`src/page_pkg.sv`:
```
package page_pkg;

    // Register offsets within the paged register space
    localparam logic [7:0] CUR_PTR_OFFSET  = 8'hD0;
    localparam logic [7:0] STK_PTR_OFFSET  = 8'hD1;
    localparam logic [7:0] IDX_PTR_OFFSET  = 8'hD3;
    localparam logic [7:0] MOVE_RD_OFFSET  = 8'hD4;
    localparam logic [7:0] MOVE_WR_OFFSET  = 8'hD5;
    localparam logic [7:0] SCRATCH_BASE    = 8'h60;
    localparam logic [7:0] SCRATCH_MASK    = 8'hFC;
    localparam logic [7:0] FLAG_OFFSET     = 8'hF7;

    // Field positions and reset values
    localparam int         MODE_LSB        = 6;
    localparam int         PAGE_W          = 3;
    localparam logic [7:0] PTR_RESET       = 8'h00;
    localparam logic [7:0] FLAG_RESET      = 8'h00;
    localparam logic [7:0] DATA_RESET      = 8'h00;
    localparam logic [7:0] PAGE_FIELD_MASK = 8'h07;
    localparam logic [2:0] PAGE_ZERO       = 3'h0;
    localparam int         SCRATCH_COUNT   = 4;

    // Page-mode encodings
    localparam logic [1:0] MODE_PAGE0      = 2'h0;
    localparam logic [1:0] MODE_STACK_IDX  = 2'h1;
    localparam logic [1:0] MODE_CUR_IDX    = 2'h2;
    localparam logic [1:0] MODE_CUR_STACK  = 2'h3;

    // Kind of SRAM access made by the core
    typedef enum logic [2:0] {
        ACC_NORMAL,
        ACC_INDEXED,
        ACC_STACK,
        ACC_MOVE_PTR,
        ACC_MOVE_READ,
        ACC_MOVE_WRITE
    } access_kind_t;

    // Access request from the core
    typedef struct packed {
        logic         valid;
        access_kind_t kind;
        logic [7:0]   addr;
    } sram_req_t;

    // Physical SRAM address: page above in-page offset
    typedef struct packed {
        logic       valid;
        logic [2:0] page;
        logic [7:0] offset;
    } sram_addr_t;

    // Register bus request
    typedef struct packed {
        logic       wr;
        logic       rd;
        logic [7:0] addr;
        logic [7:0] wdata;
    } reg_req_t;

    // Page pointer set handed to the selector
    typedef struct packed {
        logic [2:0] cur;
        logic [2:0] stk;
        logic [2:0] idx;
        logic [2:0] mvr;
        logic [2:0] mvw;
    } page_ptrs_t;

endpackage

```
`src/page_flag_reg.sv`:
```
`timescale 1ns/1ps
// Flag register holding the page-mode bits, with interrupt save and restore
module page_flag_reg (
    // Clock and reset
    input  wire logic       ref_clk,
    input  wire logic       srst,
    // Software write
    input  wire logic       flag_wr,
    input  wire logic [7:0] flag_wdata,
    // Interrupt entry and return
    input  wire logic       irq_entry,
    input  wire logic       irq_return,
    input  wire logic [7:0] restore_value,
    // State
    output logic      [7:0] flag,
    output logic      [7:0] saved_flag
);
    import page_pkg::*;

    logic [7:0] next_flag;
    logic [7:0] next_saved_flag;

    // Entry saves then clears; return restores; return outranks software write
    always_comb begin
        next_flag       = flag;
        next_saved_flag = saved_flag;
        if (irq_entry) begin
            next_saved_flag = flag;
            next_flag       = FLAG_RESET;
        end else if (irq_return) begin
            next_flag = restore_value;
        end else if (flag_wr) begin
            next_flag = flag_wdata;
        end
    end

    // Register update
    always_ff @(posedge ref_clk) begin
        if (srst) begin
            flag       <= FLAG_RESET;
            saved_flag <= FLAG_RESET;
        end else begin
            flag       <= next_flag;
            saved_flag <= next_saved_flag;
        end
    end
endmodule

```
`src/page_select.sv`:
```
`timescale 1ns/1ps
// Combinational page selection for one SRAM access
module page_select (
    // Inputs
    input  wire page_pkg::sram_req_t  req,
    input  wire logic [1:0]           page_mode_bits,
    input  wire page_pkg::page_ptrs_t ptrs,
    // Output
    output page_pkg::sram_addr_t      phys
);
    import page_pkg::*;

    // Indexed page from the page-mode bits
    function automatic logic [2:0] indexed_page(input logic [1:0] m, input page_ptrs_t p);
        case (m)
            MODE_PAGE0:     indexed_page = PAGE_ZERO;
            MODE_STACK_IDX: indexed_page = p.stk;
            MODE_CUR_IDX:   indexed_page = p.idx;
            default:        indexed_page = p.stk;
        endcase
    endfunction

    // Page chosen by access kind
    always_comb begin
        phys.valid  = req.valid;
        phys.offset = req.addr;
        case (req.kind)
            ACC_STACK:      phys.page = ptrs.stk;
            ACC_INDEXED:    phys.page = indexed_page(page_mode_bits, ptrs);
            ACC_MOVE_READ:  phys.page = ptrs.mvr;
            ACC_MOVE_WRITE: phys.page = ptrs.mvw;
            default:        phys.page = page_mode_bits[1] ? ptrs.cur : PAGE_ZERO;
        endcase
    end
endmodule

```
`src/sram_page_select.sv`:
```
// Design decision made here: strobed register access.
`timescale 1ns/1ps
// Contract
// - Indexed SRAM page: 00 page 0, 01 stack, 10 index, 11 stack pointer.
// - Normal accesses use current page only in modes 10 and 11.
// - Reset clears page mode to 00, acting like one 256-byte page.
// - Interrupt entry saves flag register then clears it to mode 00.
// - Interrupt return restores saved flags; page pointers are not restored.
// - Indexed register-space accesses are never paged.
// - Four 8-bit scratch registers, read/write, independent of bank.
// - Leading x address means any bank; trailing x means several instances.
// - Current page pointer: three bits, reset zero, selects normal page.
// - Current page pointer never affects indexed or stack accesses.
// - Move pointer byte is fetched and written back like a normal access: current page in modes 10 and 11, page 0 otherwise.
// - Stack page pointer resets to zero; new value used next operation.
// - Stack accesses always use the stack page pointer.
// - Index page pointer: three bits, reset zero, used only in mode 10.
// - Page pointers select one of eight pages by three low bits.
// - Stack pointer wraps 00h to FFh inside one page, no carry.
// - Move data access uses read or write move pointer, ignoring mode.
module sram_page_select (
    // Clock and reset
    input  wire logic                 ref_clk,
    input  wire logic                 srst,
    // Register port
    input  wire logic                 reg_bank,
    input  wire page_pkg::reg_req_t   reg_req,
    output logic      [7:0]           reg_rdata,
    // Core events
    input  wire logic                 irq_entry,
    input  wire logic                 irq_return,
    input  wire logic [7:0]           restore_value,
    // Core SRAM access
    input  wire page_pkg::sram_req_t  core_req,
    input  wire logic                 reg_space,
    // SRAM side
    output page_pkg::sram_addr_t      sram_addr,
    output logic      [1:0]           page_mode_bits,
    output logic      [7:0]           saved_flag
);
    import page_pkg::*;

    logic [7:0]  current_page_pointer;
    logic [7:0]  stack_page_pointer;
    logic [7:0]  index_page_pointer;
    logic [7:0]  move_read_page_pointer;
    logic [7:0]  move_write_page_pointer;
    logic [7:0]  scratch_data_regs [SCRATCH_COUNT];
    logic [7:0]  next_current_page_pointer;
    logic [7:0]  next_stack_page_pointer;
    logic [7:0]  next_index_page_pointer;
    logic [7:0]  next_move_read_page_pointer;
    logic [7:0]  next_move_write_page_pointer;
    logic [7:0]  next_scratch [SCRATCH_COUNT];
    logic [7:0]  next_reg_rdata;
    logic [7:0]  flag;
    logic        flag_wr;
    logic        paged_bank;
    page_ptrs_t  ptrs;
    sram_req_t   gated_req;
    sram_addr_t  next_sram_addr;

    // Scratch registers answer in any bank at 60h..63h
    function automatic logic is_scratch(input logic [7:0] a);
        is_scratch = (a & SCRATCH_MASK) == SCRATCH_BASE;
    endfunction

    // Low page bits of a pointer register
    function automatic logic [2:0] page_of(input logic [7:0] r);
        page_of = r[PAGE_W-1:0];
    endfunction

    // Paging registers live in bank 0; flag register in any bank
    assign paged_bank = !reg_bank;
    assign flag_wr    = reg_req.wr && reg_req.addr == FLAG_OFFSET;

    // Flag register with interrupt save and restore
    page_flag_reg u_flag (
        .ref_clk       (ref_clk),
        .srst          (srst),
        .flag_wr       (flag_wr),
        .flag_wdata    (reg_req.wdata),
        .irq_entry     (irq_entry),
        .irq_return    (irq_return),
        .restore_value (restore_value),
        .flag          (flag),
        .saved_flag    (saved_flag)
    );

    assign page_mode_bits = flag[MODE_LSB+1:MODE_LSB];

    // Pointer writes; pointers are untouched by interrupt return
    always_comb begin
        next_current_page_pointer    = current_page_pointer;
        next_stack_page_pointer      = stack_page_pointer;
        next_index_page_pointer      = index_page_pointer;
        next_move_read_page_pointer  = move_read_page_pointer;
        next_move_write_page_pointer = move_write_page_pointer;
        for (int i = 0; i < SCRATCH_COUNT; i++) begin
            next_scratch[i] = scratch_data_regs[i];
        end
        if (reg_req.wr) begin
            if (is_scratch(reg_req.addr)) begin
                next_scratch[reg_req.addr[1:0]] = reg_req.wdata;
            end else if (paged_bank) begin
                case (reg_req.addr)
                    CUR_PTR_OFFSET: next_current_page_pointer    = reg_req.wdata & PAGE_FIELD_MASK;
                    STK_PTR_OFFSET: next_stack_page_pointer      = reg_req.wdata & PAGE_FIELD_MASK;
                    IDX_PTR_OFFSET: next_index_page_pointer      = reg_req.wdata & PAGE_FIELD_MASK;
                    MOVE_RD_OFFSET: next_move_read_page_pointer  = reg_req.wdata & PAGE_FIELD_MASK;
                    MOVE_WR_OFFSET: next_move_write_page_pointer = reg_req.wdata & PAGE_FIELD_MASK;
                    default: ;
                endcase
            end
        end
    end

    // Read data, valid the cycle after the read strobe
    always_comb begin
        next_reg_rdata = 8'h00;
        if (reg_req.rd) begin
            if (is_scratch(reg_req.addr)) begin
                next_reg_rdata = scratch_data_regs[reg_req.addr[1:0]];
            end else if (reg_req.addr == FLAG_OFFSET) begin
                next_reg_rdata = flag;
            end else if (paged_bank) begin
                case (reg_req.addr)
                    CUR_PTR_OFFSET: next_reg_rdata = current_page_pointer;
                    STK_PTR_OFFSET: next_reg_rdata = stack_page_pointer;
                    IDX_PTR_OFFSET: next_reg_rdata = index_page_pointer;
                    MOVE_RD_OFFSET: next_reg_rdata = move_read_page_pointer;
                    MOVE_WR_OFFSET: next_reg_rdata = move_write_page_pointer;
                    default:       next_reg_rdata = 8'h00;
                endcase
            end
        end
    end

    // Register state
    always_ff @(posedge ref_clk) begin
        if (srst) begin
            current_page_pointer    <= PTR_RESET;
            stack_page_pointer      <= PTR_RESET;
            index_page_pointer      <= PTR_RESET;
            move_read_page_pointer  <= PTR_RESET;
            move_write_page_pointer <= PTR_RESET;
            for (int i = 0; i < SCRATCH_COUNT; i++) begin
                scratch_data_regs[i] <= DATA_RESET;
            end
            reg_rdata <= DATA_RESET;
        end else begin
            current_page_pointer    <= next_current_page_pointer;
            stack_page_pointer      <= next_stack_page_pointer;
            index_page_pointer      <= next_index_page_pointer;
            move_read_page_pointer  <= next_move_read_page_pointer;
            move_write_page_pointer <= next_move_write_page_pointer;
            for (int i = 0; i < SCRATCH_COUNT; i++) begin
                scratch_data_regs[i] <= next_scratch[i];
            end
            reg_rdata <= next_reg_rdata;
        end
    end

    // Three low bits choose one of eight pages
    always_comb begin
        ptrs.cur = page_of(current_page_pointer);
        ptrs.stk = page_of(stack_page_pointer);
        ptrs.idx = page_of(index_page_pointer);
        ptrs.mvr = page_of(move_read_page_pointer);
        ptrs.mvw = page_of(move_write_page_pointer);
    end

    // Register-space accesses never reach the paged SRAM
    always_comb begin
        gated_req       = core_req;
        gated_req.valid = core_req.valid && !reg_space;
    end

    // Page selection; stack offset is the 8-bit pointer, so it wraps in page
    page_select u_select (
        .req            (gated_req),
        .page_mode_bits (page_mode_bits),
        .ptrs           (ptrs),
        .phys           (next_sram_addr)
    );

    // Registered SRAM address
    always_ff @(posedge ref_clk) begin
        if (srst) begin
            sram_addr <= '0;
        end else begin
            sram_addr <= next_sram_addr;
        end
    end
endmodule

```
`config.mk`:
```
export PLATFORM = sky130hd
export DESIGN_NAME = sram_page_select
export DESIGN_NICKNAME = d
export VERILOG_FILES = /design/src/page_pkg.sv /design/src/page_flag_reg.sv /design/src/page_select.sv /design/src/sram_page_select.sv
export SDC_FILE = /design/constraint.sdc
export NUM_CORES = 1
export LEC_CHECK = 0
export BUFFER_PORTS_ARGS = -buffer_cell sky130_fd_sc_hd__buf_2
export CORE_ASPECT_RATIO = 0.7
export CORE_MARGIN = 2
export CORE_UTILIZATION = 25
export CTS_CLUSTER_SIZE = 24
export DETAILED_ROUTE_END_ITERATION = 8
export PLACE_DENSITY = 0.42
export SYNTH_ARGS = -nofsm -noshare
export SYNTH_HDL_FRONTEND = slang
export SYNTH_SLANG_ARGS = --single-unit
```
`constraint.sdc`:
```
create_clock -name ref_clk -period 1.5 [get_ports ref_clk]
set_input_delay 0 -clock ref_clk [delete_from_list [all_inputs] [get_ports ref_clk]]
set_output_delay 0 -clock ref_clk [all_outputs]
set_load 0.03 [all_outputs]
```
==> impl_metrics.ini <==
[clock_tree]
worstSkewPairLatency_ns = 0.33
cts_tree = done
cts_root_buffer = clkbuf_16
clock_path_buffers = 2
htree_levels = 3
post-cts-setup-buffers = 0
path_clk_slew_ns = 0.06
numCtsBuffers = 9
clkSinkCount = 83

[yosys]
syn_avg_cell_area_sq_um = 10.25
yosysWarnings = 0
synth_simple_gate_area_frac = 0.1872
yosys-top-cells-area = dfxtp_1 46%, mux2i_1 18%, nor2_1 6.5%
syn_nets = 398
yosysSeqAreaShare = 0.4579
synth_top_family_by_area = multiplexers
synth_cell_types = 36
synthCells = 354
syn_area_sq_um = 3628
ys_seq_elements = 83
synth-compound-area-share = 0.07103
synthAdderAreaFrac = 0
synthMuxAreaShare = 0.2503
yosysTopAreaCellShare = 0.4579
synth_xor_area_frac = 0
synth_area_leader_cell = dfxtp_1

[die]
initial_core_util = 0.2582
row_count = 36
core_area_sq_um = 14050
die_area_sq_um = 15510
fp.dieW_um = 148.0
die_y_um = 104.8
io_pins = 74

[hold_path]
min_path_type = input port to register

[critical_path]
end_kind = register
r2r_slack_ns = 0.27
path_cells = dlygate4sd3_1, buf_2, buf_6, nor3b_1, dlygate4sd3_1
reg2reg_from = u_flag.flag[6]
critPathLaunchType = input port
reg2reg_depth = 4
crit_arrival_ns = 1.65
path_buf_inv = 4
crit_type = input port to register
cp.depth = 5
cp_max_fo = 24
cpMostUsedCell = dlygate4sd3_1
cpLargestDelayFamily = buffers and inverters
required_ns = 1.72
slowest_stage = dlygate4sd3_1
crit_path_max_incr_delay_ns = 0.55
crit_end = sram_addr[11]
startpoint = srst
r2r-end = sram_addr[9]

[detailed_routing]
drc = 0
wl_per_cell_um = 15.73
vias_per_cell = 4.450
vias = 2848
firstDrtPassIters = 4
drt_wl_total_um = 10070
drtAntennaViolNets = 0
drt_iter0_markers = 126

[run_status]
status = finished, final reports clean

[timing]
hold_viol = 0
fin_ws_ns = 0.06575
min_period_ns = 1.434
maxSlewViolCount = 0
hold_ws_ns = 0.01869
rsz0062_at_grt = no
min_period_over_period = 0.9562
worstMarginPinSlew_ns = 0.4274
clock_skew_ns = 0.004733
setup_violations = 0
fin_tns_setup_ns = 0
slew_headroom = 0.7111
max_clock_freq_mhz = 697.2

[finish]
final_net_count = 489
diodes = 0
fill_cells = 1478
final_common_cell = dfxtp_1
stdcell_area_sq_um = 4723
final_cell_mix = 83 x dfxtp_1, 73 x buf_2, 66 x mux2i_1
synthToLayoutAreaGrowth_pct = 30.17
drive_above_1_share = 0.2711

[place]
portBuffers = 73
dp_hpwl_um = 7278
place.gp.congestion = 0.7518
pre_cts_ws_ns = 0.03257
placed_area_sq_um = 4240

[power_and_ir_drop]
p_per_area_nw_per_um2 = 1020
ir_worst_vdd_mv = 0.4622
leakage_uw = 0.002198

[global_route]
grt_pass1_wl_um = 15900
gr-usage-all-layers = 0.1354
grt_pass1_vias = 2795
grt-ovfl-total = 0
grt_max_degree = 40
grt_antenna_before_repair = 0

[job]
cap_violations = 0
## cell type report
| type | instances | area, sq um | area share |
|---|---|---|---|
| Inverter | 2 | 7.507 | 0.001589 |
| Clock inverter | 2 | 35.03 | 0.007417 |
| Multi-Input combinational cell | 244 | 1846 | 0.3907 |
| Timing Repair Buffer | 105 | 681.9 | 0.1444 |
| Clock buffer | 14 | 254.0 | 0.05377 |
| Tap cell | 190 | 237.7 | 0.05033 |
| Sequential cell | 83 | 1662 | 0.3518 |
## cell usage after synthesis, drive strengths merged
master	count
mux2i	66
nand2	8
mux4	8
clkbuf	15
nand4b	2
nor2b	13
buf	10
and4b	1
a31oi	3
a221oi	3
or4	4
inv	2
mux2	6
and4	1
nor3	1
a21oi	17
dfxtp	83
or3	5
nor3b	2
o21ai	12
nand3	2
nor2	63
nand4	4
nor4b	3
or2	1
a21boi	1
and2	2
and4bb	1
a22oi	8
nand3b	3
or3b	1
nand2b	2
nor4bb	1
## flip-flops by register name, indices dropped and copies added (netlist names)
register and count:
move_write_page_pointer 3, u_flag.flag 8, u_flag.saved_flag 8, sram_addr 12
scratch_data_regs 32, current_page_pointer 3, reg_rdata 8, stack_page_pointer 3
move_read_page_pointer 3, index_page_pointer 3
## stage by stage
step / util / std cells / total power [uW]
finish: 0.3361 / 640 / 4817
global route: 0.3361 / 640 / 5028
CTS: 0.3358 / 640 / 4904
detailed placement: 0.3017 / 605 / 2663
global placement: 0.3017 / 605 / 2660
floorplan: - / 354 / 2500
## worst reg2reg max path, delay by kind of cell, from the launching register on
family	cells	cell delay, ns
DFF	1	0.53
AOI/OAI and AO/OA	3	0.41
and+or+nand+nor	1	0.17
## how the worst min path moves through the flow
| stage | slack [ns] | end | depth (start not counted) | start |
|---|---|---|---|---|
| 2_1_floorplan | 0.08 | sram_addr[11] | 1 | reg_space |
| 3_3_place_gp | 0.16 | sram_addr[11] | 2 | reg_space |
| 3_5_place_dp | 0.16 | sram_addr[11] | 2 | reg_space |
| 4_1_cts | 0.002 | u_flag.flag[4] | 3 | restore_value[4] |
| 5_1_grt | 0.03 | scratch_data_regs[0][6] | 3 | reg_req[6] |
| 6_report | 0.02 | u_flag.flag[4] | 3 | restore_value[4] |
## where the power goes
group	total, uW	internal, uW	switching (uW)	leakage [uW]
Combinational	400	164	235	0.00138
Sequential	2250	2230	19.5	0.000672
Clock	2170	1340	830	0.000141
## layer usage
metal  up-vias  GRT usage  wire length, um
met5         -          0                0
met3         7    0.03668              584
met4         0    0.04014              105
met1      1341     0.2122             5510
li1       1437          -                -
met2        63     0.1756             3868
## repair_timing
item	4_1_cts	5_1_grt
setup endpoints to repair	0	1
resized for setup	0	1
hold buffers	19	0
endpoints found under the hold margin	26	0
## cells by family after synthesis
group | count (synthesis)
buffers and inverters | 27
multiplexers | 80
AO/OA/AOI/OAI | 44
AND/OR/NAND/NOR | 120
flip-flops | 83
No activity file was read; power rests on OpenSTA's default activity.
